==> src/csc_pkg.sv <==
/*
 * Package for the card supply converter control block: register offsets,
 * field positions, reset values, scaling tables and converter states.
 * Assumes a 32-bit AXI4-Lite register bus and a single 50 MHz clock.
 */
package csc_pkg;
   // Printed index of the control register
   localparam logic [7:0]  CSC_IDX_CTRL   = 8'hbf;
   // Register byte addresses; the control word sits at four times its index
   localparam logic [11:0] CSC_OFF_CTRL   = {2'b00, CSC_IDX_CTRL, 2'b00};
   localparam logic [11:0] CSC_OFF_STAT   = 12'h300;
   localparam logic [11:0] CSC_OFF_IRQST  = 12'h304;
   localparam logic [11:0] CSC_OFF_IRQMSK = 12'h308;
   localparam logic [11:0] CSC_OFF_ON     = 12'h30c;

   // Control field positions
   localparam int CSC_BIT_MODE   = 7;
   localparam int CSC_BIT_OVERCURRENT_LIMIT_ADJUST = 6;
   localparam int CSC_STEP_HI    = 5;
   localparam int CSC_STEP_LO    = 4;
   localparam int CSC_DIV_HI     = 3;
   localparam int CSC_DIV_LO     = 0;
   localparam logic [7:0] CSC_CTRL_RST = 8'h00;

   // Status bits
   localparam int CSC_ST_READY = 0;
   localparam int CSC_ST_OVF   = 1;
   localparam int CSC_ST_ON    = 2;
   // Interrupt event bits
   localparam int CSC_EV_READY = 0;
   localparam int CSC_EV_OVF   = 1;
   localparam int CSC_EV_OUT   = 2;
   localparam int CSC_EV_W     = 3;

   // Limits in percent of nominal
   localparam logic [7:0] CSC_PCT_BASE   = 8'd100;
   localparam logic [7:0] CSC_PCT_ADJ    = 8'd20;
   localparam logic [7:0] CSC_PCT_STEP1  = 8'd30;
   localparam logic [7:0] CSC_PCT_STEP2  = 8'd50;
   localparam logic [7:0] CSC_PCT_STEP3  = 8'd80;
   localparam logic [7:0] CSC_MA_START   = 8'd30;
   localparam logic [7:0] CSC_MA_LIMIT   = 8'd100;

   // Divider factors
   localparam logic [4:0] CSC_DIV_F0 = 5'd2;
   localparam logic [4:0] CSC_DIV_F1 = 5'd3;
   localparam logic [4:0] CSC_DIV_F2 = 5'd4;
   localparam logic [4:0] CSC_DIV_F3 = 5'd5;
   localparam logic [4:0] CSC_DIV_F4 = 5'd6;
   localparam logic [4:0] CSC_DIV_F5 = 5'd8;
   localparam logic [4:0] CSC_DIV_F6 = 5'd10;
   localparam logic [4:0] CSC_DIV_F7 = 5'd24;

   // AXI responses
   localparam logic [1:0] CSC_RESP_OK  = 2'b00;
   localparam logic [1:0] CSC_RESP_ERR = 2'b10;

   typedef enum logic [2:0] {
      CSC_OFF,
      CSC_START,
      CSC_READY,
      CSC_TRIPPED,
      CSC_FAULT
   } csc_state_t;
endpackage

==> src/csc_clk_div.sv <==
/*
 * Converter clock prescaler: divides mclk by a coded factor and emits a
 * one-cycle tick plus a near-square clock enable for the analog switcher.
 * Assumes the code only changes while the converter is off.
 */
`timescale 1ns/1ps
module csc_clk_div
   import csc_pkg::*;
(
   // Clock and reset
   input  wire logic       mclk,
   input  wire logic       rst_n,
   // Control
   input  wire logic       run,
   input  wire logic [3:0] code,
   // Output
   output logic            conv_clk,
   output logic            conv_tick
);
   typedef struct packed {
      logic [4:0] cnt;
      logic       clk;
      logic       tick;
   } csc_div_st_t;

   csc_div_st_t st_ff;
   csc_div_st_t nxt_st;

   // Reserved codes fall back to the slowest factor, keeping the switcher safe
   function automatic logic [4:0] div_factor(input logic [3:0] c);
      case (c)
         4'h0:    div_factor = CSC_DIV_F0;
         4'h1:    div_factor = CSC_DIV_F1;
         4'h2:    div_factor = CSC_DIV_F2;
         4'h3:    div_factor = CSC_DIV_F3;
         4'h4:    div_factor = CSC_DIV_F4;
         4'h5:    div_factor = CSC_DIV_F5;
         4'h6:    div_factor = CSC_DIV_F6;
         default: div_factor = CSC_DIV_F7;
      endcase
   endfunction

   logic [4:0] fac;

   always_comb begin
      fac = div_factor(code);
      nxt_st = st_ff;
      nxt_st.tick = 1'b0;
      if (!run) begin
         nxt_st.cnt = 5'h00;
         nxt_st.clk = 1'b0;
      end else if (st_ff.cnt >= fac - 5'h01) begin
         nxt_st.cnt  = 5'h00;
         nxt_st.clk  = 1'b0;
         nxt_st.tick = 1'b1;
      end else begin
         nxt_st.cnt = st_ff.cnt + 5'h01;
         nxt_st.clk = (st_ff.cnt + 5'h01) >= (fac >> 1);
      end
   end

   always_ff @(posedge mclk) begin
      if (!rst_n) begin
         st_ff <= '0;
      end else begin
         st_ff <= nxt_st;
      end
   end

   assign conv_clk  = st_ff.clk;
   assign conv_tick = st_ff.tick;
endmodule

==> src/csc_top.sv <==
/*
 * Card supply converter control: control register, status decode,
 * start-up and overcurrent state machine, interrupts, AXI4-Lite slave.
 * Assumes the analog converter reports regulation and current-limit levels
 * synchronous to mclk, and that software keeps its side of the sequence.
 */
// Behaviour
// [RULE1] Software selects pump mode for 5 V
// [RULE2] Light load reaches ready at lowest step
// [RULE3] Software raises step until ready sets
// [RULE4] Step scales overcurrent trip level equally
// [RULE5] Software lowers step after ready
// [RULE6] Software keeps monitoring both flags
// [RULE7] Sensor off during start; flags stay clear
// [RULE8] Both clear after start means fault
// [RULE9] Overcurrent shutdown: ready 0, overcurrent 1
// [RULE10] Ready 1, overcurrent 0 only when good
// [RULE11] Bit 7 selects pump or regulator
// [RULE12] Bit 6 raises overcurrent limit 20%
// [RULE13] Bits 5-4 scale start and limit current
// [RULE14] Bits 3-0 select clock division factor
// [RULE15] Control register resets to zero
// [RULE16] No start without card; removal shuts down
// [RULE17] Software start sequence order
// [RULE18] Overcurrent flag set while limiting
// [RULE19] Never both flags set together
`timescale 1ns/1ps
module csc_top
   import csc_pkg::*;
(
   // Clock and reset
   input  wire logic        mclk,
   input  wire logic        rst_n,
   // AXI4-Lite write address
   input  wire logic [11:0] s_axi_awaddr,
   input  wire logic        s_axi_awvalid,
   output logic             s_axi_awready,
   // AXI4-Lite write data
   input  wire logic [31:0] s_axi_wdata,
   input  wire logic [3:0]  s_axi_wstrb,
   input  wire logic        s_axi_wvalid,
   output logic             s_axi_wready,
   // AXI4-Lite write response
   output logic [1:0]       s_axi_bresp,
   output logic             s_axi_bvalid,
   input  wire logic        s_axi_bready,
   // AXI4-Lite read address
   input  wire logic [11:0] s_axi_araddr,
   input  wire logic        s_axi_arvalid,
   output logic             s_axi_arready,
   // AXI4-Lite read data
   output logic [31:0]      s_axi_rdata,
   output logic [1:0]       s_axi_rresp,
   output logic             s_axi_rvalid,
   input  wire logic        s_axi_rready,
   // Card and analog converter
   input  wire logic        card_present_input,
   input  wire logic        conv_in_regulation,
   input  wire logic        conv_current_limit,
   output logic             conv_enable,
   output logic             conv_regulator_mode,
   output logic             conv_sensor_enable,
   output logic [7:0]       conv_start_pct,
   output logic [7:0]       conv_limit_pct,
   output logic             conv_clk,
   output logic             conv_tick,
   // Interrupt
   output logic             irq
);
   typedef struct packed {
      logic [7:0]            ctrl;
      logic                  on_req;
      csc_state_t            state;
      logic                  ready;
      logic                  ovf;
      logic [CSC_EV_W-1:0]   ev;
      logic [CSC_EV_W-1:0]   msk;
      logic                  aw_got;
      logic [11:0]           aw_addr;
      logic                  w_got;
      logic [31:0]           w_data;
      logic                  w_lane0;
      logic                  bvalid;
      logic [1:0]            bresp;
      logic                  rvalid;
      logic [1:0]            rresp;
      logic [31:0]           rdata;
   } csc_st_t;

   csc_st_t st_ff;
   csc_st_t nxt_st;

   // Percent scaling for a current step code
   function automatic logic [7:0] step_pct(input logic [1:0] s);
      case (s)
         2'h1:    step_pct = CSC_PCT_BASE + CSC_PCT_STEP1;
         2'h2:    step_pct = CSC_PCT_BASE + CSC_PCT_STEP2;
         2'h3:    step_pct = CSC_PCT_BASE + CSC_PCT_STEP3;
         default: step_pct = CSC_PCT_BASE;
      endcase
   endfunction

   function automatic logic known_addr(input logic [11:0] a);
      known_addr = (a == CSC_OFF_CTRL) || (a == CSC_OFF_STAT) || (a == CSC_OFF_IRQST)
                   || (a == CSC_OFF_IRQMSK) || (a == CSC_OFF_ON);
   endfunction

   logic [1:0]          step;
   logic                do_wr;
   logic [CSC_EV_W-1:0] ev_set;
   logic [31:0]         rd_word;
   logic [7:0]          limit_base;

   always_comb begin
      nxt_st     = st_ff;
      ev_set     = '0;
      step       = st_ff.ctrl[CSC_STEP_HI:CSC_STEP_LO];
      limit_base = st_ff.ctrl[CSC_BIT_OVERCURRENT_LIMIT_ADJUST] ? CSC_PCT_BASE + CSC_PCT_ADJ : CSC_PCT_BASE;
      rd_word    = 32'h0000_0000;

      // Converter state machine
      case (st_ff.state)
         CSC_OFF: begin
            // [RULE16] Needs card present
            if (st_ff.on_req && card_present_input) begin
               nxt_st.state = CSC_START;
            end
         end
         CSC_START: begin
            // [RULE16] Card removal shuts down
            if (!card_present_input || !st_ff.on_req) begin
               nxt_st.state = CSC_OFF;
            // [RULE7] Overload during start blocks start
            end else if (conv_in_regulation && !conv_current_limit) begin
               // [RULE2] Reaches ready at any step
               nxt_st.state = CSC_READY;
            end
         end
         CSC_READY: begin
            if (!card_present_input || !st_ff.on_req) begin
               nxt_st.state = CSC_OFF;
            // [RULE18] Limiting trips the converter
            end else if (conv_current_limit) begin
               nxt_st.state = CSC_TRIPPED;
            end else if (!conv_in_regulation) begin
               nxt_st.state = CSC_FAULT;
            end
         end
         CSC_TRIPPED, CSC_FAULT: begin
            // Held off until software drops the on bit, so faults stay visible
            if (!st_ff.on_req) begin
               nxt_st.state = CSC_OFF;
            end
         end
         default: nxt_st.state = CSC_OFF;
      endcase

      // [RULE10] Ready only when in regulation
      nxt_st.ready = (nxt_st.state == CSC_READY);
      // [RULE9] Overcurrent shutdown status
      nxt_st.ovf   = (nxt_st.state == CSC_TRIPPED);
      // [RULE19] Flags exclusive by state decode
      if (nxt_st.ready) begin
         nxt_st.ovf = 1'b0;
      end

      ev_set[CSC_EV_READY] = nxt_st.ready & ~st_ff.ready;
      ev_set[CSC_EV_OVF]   = nxt_st.ovf & ~st_ff.ovf;
      ev_set[CSC_EV_OUT]   = (nxt_st.state == CSC_FAULT) && (st_ff.state != CSC_FAULT);

      // Read mux
      case (s_axi_araddr)
         CSC_OFF_CTRL:   rd_word = {24'h000000, st_ff.ctrl};
         CSC_OFF_STAT:   rd_word = {29'h0, st_ff.state != CSC_OFF, st_ff.ovf, st_ff.ready};
         CSC_OFF_IRQST:  rd_word = {29'h0, st_ff.ev};
         CSC_OFF_IRQMSK: rd_word = {29'h0, st_ff.msk};
         CSC_OFF_ON:     rd_word = {31'h0, st_ff.on_req};
         default:        rd_word = 32'h0000_0000;
      endcase

      // Write channel capture, either order
      if (s_axi_awvalid && !st_ff.aw_got && !st_ff.bvalid) begin
         nxt_st.aw_got  = 1'b1;
         nxt_st.aw_addr = s_axi_awaddr;
      end
      if (s_axi_wvalid && !st_ff.w_got && !st_ff.bvalid) begin
         nxt_st.w_got   = 1'b1;
         nxt_st.w_data  = s_axi_wdata;
         nxt_st.w_lane0 = s_axi_wstrb[0];
      end
      do_wr = st_ff.aw_got && st_ff.w_got && !st_ff.bvalid;
      if (do_wr) begin
         nxt_st.aw_got = 1'b0;
         nxt_st.w_got  = 1'b0;
         nxt_st.bvalid = 1'b1;
         nxt_st.bresp  = known_addr(st_ff.aw_addr) ? CSC_RESP_OK : CSC_RESP_ERR;
         if (st_ff.w_lane0) begin
            case (st_ff.aw_addr)
               // [RULE11] [RULE12] [RULE13] [RULE14] Control fields written
               CSC_OFF_CTRL:   nxt_st.ctrl = st_ff.w_data[7:0];
               CSC_OFF_IRQST:  nxt_st.ev   = st_ff.ev & ~st_ff.w_data[CSC_EV_W-1:0];
               CSC_OFF_IRQMSK: nxt_st.msk  = st_ff.w_data[CSC_EV_W-1:0];
               CSC_OFF_ON:     nxt_st.on_req = st_ff.w_data[0];
               default:        nxt_st.ctrl = st_ff.ctrl;
            endcase
         end
      end else if (st_ff.bvalid && s_axi_bready) begin
         nxt_st.bvalid = 1'b0;
      end
      // Event set wins over a same-cycle clear
      nxt_st.ev = nxt_st.ev | ev_set;

      // Read channel
      if (s_axi_arvalid && !st_ff.rvalid) begin
         nxt_st.rvalid = 1'b1;
         nxt_st.rdata  = rd_word;
         nxt_st.rresp  = known_addr(s_axi_araddr) ? CSC_RESP_OK : CSC_RESP_ERR;
      end else if (st_ff.rvalid && s_axi_rready) begin
         nxt_st.rvalid = 1'b0;
      end
   end

   always_ff @(posedge mclk) begin
      if (!rst_n) begin
         st_ff       <= '0;
         // [RULE15] Control clears on reset
         st_ff.ctrl  <= CSC_CTRL_RST;
         st_ff.state <= CSC_OFF;
      end else begin
         st_ff <= nxt_st;
      end
   end

   csc_clk_div i_csc_clk_div (
      .mclk      (mclk),
      .rst_n     (rst_n),
      .run       (conv_enable),
      .code      (st_ff.ctrl[CSC_DIV_HI:CSC_DIV_LO]),
      .conv_clk  (conv_clk),
      .conv_tick (conv_tick)
   );

   assign conv_enable         = (st_ff.state == CSC_START) || (st_ff.state == CSC_READY);
   assign conv_regulator_mode = st_ff.ctrl[CSC_BIT_MODE];
   // [RULE7] Sensor disabled during start-up
   assign conv_sensor_enable  = (st_ff.state == CSC_READY);
   // [RULE13] Start current scaled by step
   assign conv_start_pct      = step_pct(step);
   // [RULE4] Trip level scales with step; coarse percent, peaks at 200 with bit 6 set
   assign conv_limit_pct      = ((limit_base == CSC_PCT_BASE) || (step_pct(step) < 8'd200))
                                ? step_pct(step) + limit_base - CSC_PCT_BASE : 8'hff;

   assign s_axi_awready = s_axi_awvalid && !st_ff.aw_got && !st_ff.bvalid;
   assign s_axi_wready  = s_axi_wvalid && !st_ff.w_got && !st_ff.bvalid;
   assign s_axi_bvalid  = st_ff.bvalid;
   assign s_axi_bresp   = st_ff.bresp;
   assign s_axi_arready = s_axi_arvalid && !st_ff.rvalid;
   assign s_axi_rvalid  = st_ff.rvalid;
   assign s_axi_rdata   = st_ff.rdata;
   assign s_axi_rresp   = st_ff.rresp;
   assign irq           = |(st_ff.ev & st_ff.msk);
endmodule

==> config.mk <==
export PLATFORM = sky130hd
export DESIGN_NAME = csc_top
export DESIGN_NICKNAME = d
export VERILOG_FILES = /design/src/csc_pkg.sv /design/src/csc_clk_div.sv /design/src/csc_top.sv
export SDC_FILE = /design/constraint.sdc
export NUM_CORES = 1
export LEC_CHECK = 0
export BUFFER_PORTS_ARGS = -buffer_cell sky130_fd_sc_hd__buf_2
export CAP_MARGIN = 10
export CELL_PAD_IN_SITES_DETAIL_PLACEMENT = 2
export CELL_PAD_IN_SITES_GLOBAL_PLACEMENT = 2
export CORE_ASPECT_RATIO = 1.75
export CORE_MARGIN = 4
export CORE_UTILIZATION = 28
export DETAILED_ROUTE_END_ITERATION = 12
export PLACE_DENSITY = 0.89
export RECOVER_POWER = 25
export SLEW_MARGIN = 20
export SYNTH_ARGS = -nofsm -noshare
export SYNTH_HDL_FRONTEND = slang
export SYNTH_HIERARCHICAL = 1
export SYNTH_SLANG_ARGS = --single-unit
==> constraint.sdc <==
create_clock -name mclk -period 3.1 [get_ports mclk]
set_clock_uncertainty 0.1 [all_clocks]
set_input_delay 0.31 -clock mclk [delete_from_list [all_inputs] [get_ports mclk]]
set_output_delay 0.31 -clock mclk [all_outputs]
set_load 0.01 [all_outputs]
Word level (Yosys, flattened, before mapping)
Index checks and enable logic that the tools add are counted.
{ "op_classes": {"n_addsub": 4, "n_mul": 0, "div_mod_pow": 0, "order_cmp": 3, "eq_ne": 28, "n_shift": 0, "n_mux": 26, "bitwise_logic": 10, "reduce_logical": 43} }
{ "ops": {"columns": ["operator", "count"], "rows": [
  ["12-bit by 10-bit equality test with 1-bit output (second input constant)", 10],
  ["8-bit case mux with 5 select lines", 1],
  ["5-bit case mux with 7 select lines", 1],
  ["3-bit two-way mux", 9],
  ["8-bit case mux with 3 select lines", 1],
  ["13-bit two-way mux", 1],
  ["3-bit by 2-bit equality test with 1-bit output (second input constant)", 4],
  ["4-bit by 3-bit equality test with 1-bit output (second input constant)", 3],
  ["1-bit logical AND", 12],
  ["3-bit case mux with 4 select lines", 1],
  ["1-bit logical OR", 11],
  ["3-bit AND reduction", 3],
  ["8-bit by 7-bit adder with 8-bit output", 1],
  ["4-bit by 2-bit equality test with 1-bit output (second input constant)", 2],
  ["8-bit < comparator (second input constant)", 1],
  ["8-bit two-way mux", 1],
  ["8-bit by 7-bit subtractor with 8-bit output (second input constant)", 1],
  ["7-bit equality test (second input constant)", 1],
  ["1-bit zero test", 7],
  ["7-bit two-way mux", 1],
  ["3-bit AND", 2],
  ["3-bit equality test (second input constant)", 2],
  ["1-bit two-way mux", 6],
  ["6-bit two-way mux", 1],
  ["22 further kinds", 31]
]} }
{ "totals": {"reg_bits": 88, "latchBits": 0, "ramBits": 0, "rom_bits": 0, "inputBits": 70, "out_inout_bits": 63, "n_memories": 0} }

Longest topological paths before layout
{ "depth": {"depth_word": 9, "ltp_mapped": 9, "mapped_depth_nobuf": 9} }

Hierarchy
The synthesis kept the hierarchy.
{ "modules_own_cells": {"columns": ["module", "n_inst", "cells_per_inst", "area_per_inst_um2"], "rows": [
  ["csc_top", 1, 348, 2959.1],
  ["csc_clk_div", 1, 61, 540.5]
]} }

Worst setup path before layout
OpenSTA, ideal clock, no wires.
{ "synth_path": {"kind": "flip-flop to output port", "start": "reg st_ff[101] (netlist name)", "end": "out conv_limit_pct[6]", "arrival_ps": 2046, "setup_slack_ps": 644, "path_stages_with_launch": 8, "path_buffers": 0, "path_cell_list": "dfxtp_1 -> inv_1 -> ha_1 -> nor2_1 -> ha_1 -> fa_1 -> o41ai_1 -> xnor2_1"} }
{ "synth_between": {"elab_chain_len": 5, "word_cells_on_any_way": 9} }
{ "synth_rtl": {"columns": ["element", "line", "source"], "rows": [
  ["start: declaration", "csc_top.sv:90", "csc_st_t st_ff;"],
  ["start signal: assignment", "csc_top.sv:230", "st_ff <= nxt_st;"],
  ["2-bit equality test / 2-bit by 1-bit equality test with 1-bit output (equally long branches)", "csc_top.sv:95", "case (s)"],
  ["8-bit case mux with 3 select lines *", "csc_top.sv:95", null],
  ["8-bit by 7-bit adder with 8-bit output / 8-bit < comparator (equally long branches)", "csc_top.sv:251, csc_top.sv:250", null],
  ["8-bit by 7-bit subtractor with 8-bit output / 1-bit logical OR (equally long branches)", "csc_top.sv:251, csc_top.sv:250", null],
  ["8-bit two-way mux *", "csc_top.sv:251", "? step_pct(step) + limit_base - CSC_PCT_BASE : 8'hff;"],
  ["end: declaration", "csc_top.sv:64", "output logic [7:0] conv_limit_pct,"]
]} }
Mark *: on every way between the ends. The rest lies on a longest branch, timed or not.

Worst setup path after layout
Ends and elaborated chain as after synthesis.

==> qor.yml <==
setup_path:
  worstPathArrival_ps: 2460
  start_kind: "flip-flop"
  crit_type: "reg -> out"
  max_stage_delay_ps: 480
  r2r_cells: 8
  crit_required_ps: 2690
  critical_path.startpoint: "st_ff[101]"
  r2r_start: "st_ff[99]"
  end_kind: "output pin"
  path_common_cell: "ha_1"
  crit_chain: "inv_1 > ha_1 > nor2_1 > ha_1 > fa_1 > o41ai_2 > xnor2_1 > buf_2"
  cp_slowest_cell: "fa_1"
  timing.critical_path.fanout_max: 6
finish:
  final_nets: 562
  layout_commonest_cell: "nand2_1"
  n_fill_cell: 1445
  final_cell_count_no_fill: 643
  area.growth.synth_to_final_pct: 18.1
  drive_gt1_frac: 0.192
  final_core_util: 0.341
  layout_common_cells: "73 x nand2_1, 61 x dfxtp_1, 60 x buf_2"
  n_antenna_cell: 0
yosys:
  synth_edf_count: 0
  synthDistinctLibCells: 62
  yosys.area.top_type_share: 0.355
  yosys_warnings: 6
  synth_xor_area_frac: 0.0175
  synth_compound_area_frac: 0.158
  yosys-mux-area-fraction: 0.0400
  yosysSeqAreaShare: 0.355
  synth_top_family_by_area: "simple AND/OR/NAND/NOR gates"
  synth_area_leaders: "dfxtp_1 35%, buf_4 8.8%, nand2_1 7.8%, ha_1 6.4%, a21boi_0 5.1%"
  ys_async_sr_fraction: 0
  synth-seq-cells: 62
  synth-main-ff-cell: "dfxtp_1"
  synthSimpleGateAreaFrac: 0.233
  syn_inst: 409
  synth_area_leader_cell: "dfxtp_1"
  syn_area_per_cell_sq_um: 8.56
  netlist_area_sq_um: 3500
  synthAdderAreaFrac: 0.0701
drt:
  drc: 0
  drtIter0Drc: 117
  met2_length_mm: 6.13
  vias_per_cell: 4.75
  met1_length_mm: 3.67
  dr.pass1.iters: 6
  dr.max_layer_used: "met4"
  post_drt_wl_per_cell_um: 16.2
  detail-route-antenna-nets: 0
  routed_wl_mm: 10.4
  routed-wl-met3_um: 347
  vias: 3053
floorplan:
  start_util: 0.288
  num_io_pins: 133
  core_sq_um: 12100
  die_y_um: 156
  dieWidth_um: 92.5
  dieArea_sq_um: 14400
  rows: 53
sta:
  fmax_mhz: 348
  fin_setup_tns_ps: 0
  max_slew_margin: 0.0293
  finalWorstSetupSlack_ps: 226
  hold_violations: 0
  setup_viol: 0
  maxSlewViolCount: 0
  worst-slew-pin-transition_ps: 1460
  fin_crit_ps: 2870
  fin_crit_sh: 0.927
  rsz0062_at_grt: "false"
grt:
  grt_pass1_vias: 3466
  grt-ovfl-total: 0
  grt_pass1_wl_mm: 17.0
  antenna_found_initial: 0
  grt_usage: 0.149
  grt_max_degree: 37
clock_tree:
  htreeDepth: 3
  clock_sinks: 62
  insertion_delay_ps: 320
  clockBufferDepth: 2
  cts_tree: "done"
  cts_hold_buf: 0
  numCtsBuffers: 9
  clk_pin_slew_worst_paths_ps: 50
  root_buffer: "clkbuf_16"
power:
  vdd_ir_drop_max_mv: 0.214
  p_leak_nw: 1.69
  powerDensity_nw_per_um2: 484
placement:
  numPortBuffers: 76
  pre_cts_ws_ps: 268
  place_congestion: 0.731
  place_inst: 627
  hpwlAfterDp_mm: 8.08
job:
  maxCapViolCount: 0
status:
  outcome: "completed"
min_path:
  hp-start: "s_axi_arvalid"
  holdPathStages: 2
  min_path_type: "in -> reg"
final cells by class:
type                            count  area [sq um]  share of cell area
Multi-Input combinational cell    301          1930               0.467
Clock inverter                      4          45.0              0.0109
Inverter                           21          78.8              0.0191
Sequential cell                    62          1240               0.301
Timing Repair Buffer               78           373              0.0902
Clock buffer                       12           256              0.0620
Tap cell                          165           206              0.0499
worst max-delay path: cells and delay by family (launching register included):
family | cells | cell delay (ps)
AOI/OAI and AO/OA | 1 | 280
buffers and inverters | 2 | 280
and+or+nand+nor | 1 | 150
adders and majority gates | 3 | 880
xor gates and xnor gates | 1 | 170
DFF | 1 | 390
repair_timing:
item | in CTS | in global routing
pin swaps | 0 | 1
buffers inserted | 0 | 0
resized for setup | 2 | 0
endpoints found under the setup margin | 1 | 1
layer usage:
layer | global-route usage | vias to the layer above
met4 | 0.0602 | 0
li1 | - | 1463
met3 | 0.0270 | 19
met1 | 0.144 | 1505
met2 | 0.300 | 66
met5 | 0 | -
metrics by stage:
stage          total power [mW]  hold slack (ps)  area [sq um]
2_1_floorplan             0.978              317          3600
3_3_place_gp               1.01              337          3850
3_5_place_dp               1.02              355          3850
4_1_cts                    2.04              114          4160
5_1_grt                    2.11              126          4130
6_report                   2.00              126          4130
sequential cells by signal, indices dropped and copies added (netlist names):
| signal | count |
|---|---|
| st_ff | 42 |
| s_axi_rdata | 8 |
| i_csc_clk_div/st_ff | 5 |
| conv_regulator_mode | 1 |
| i_csc_clk_div/conv_clk | 1 |
| i_csc_clk_div/conv_tick | 1 |
| s_axi_bresp | 1 |
| s_axi_bvalid | 1 |
| s_axi_rresp | 1 |
| s_axi_rvalid | 1 |
synth_stat cells, types with 4 or more instances:
| cell type | instances |
|---|---|
| inv_1 | 19 |
| ha_1 | 18 |
| nand2_1 | 73 |
| mux2i_1 | 14 |
| a21oi_1 | 10 |
| nor3_1 | 6 |
| a32oi_1 | 7 |
| and2_1 | 4 |
| nand2b_1 | 5 |
| o211ai_1 | 4 |
| a21boi_0 | 24 |
| nand3_1 | 8 |
| clkbuf_1 | 11 |
| xor2_1 | 4 |
| o31ai_1 | 5 |
| nand3b_1 | 7 |
| o21ai_0 | 6 |
| buf_4 | 41 |
| dfxtp_1 | 62 |
| nor2_1 | 17 |
| nor2b_1 | 11 |
path summary, 6_finish.rpt:
kind	slack [ps]	end
setup / recovery	230	conv_limit_pct[6]
hold reg to reg	360	st_ff[88]
setup reg to reg	430	i_csc_clk_div/st_ff[5]
hold / removal	130	s_axi_rvalid
logic make-up (layout without fill, tap and decap cells):
kind of cell,Yosys count,count (layout)
and+or+nand+nor,157,157
xor gates and xnor gates,7,7
DFF,62,62
buffers and inverters,74,115
AOI/OAI and AO/OA,75,75
muxes,14,14
other,1,29
adders and majority gates,19,19
report_power, final:
| group | total [mW] | internal [mW] | switching [mW] |
|---|---|---|---|
| sequential | 0.842 | 0.822 | 0.0196 |
| combinational | 0.155 | 0.0562 | 0.0986 |
| clock | 1.01 | 0.661 | 0.345 |
Note: power is estimated with default switching activity, not from simulation.
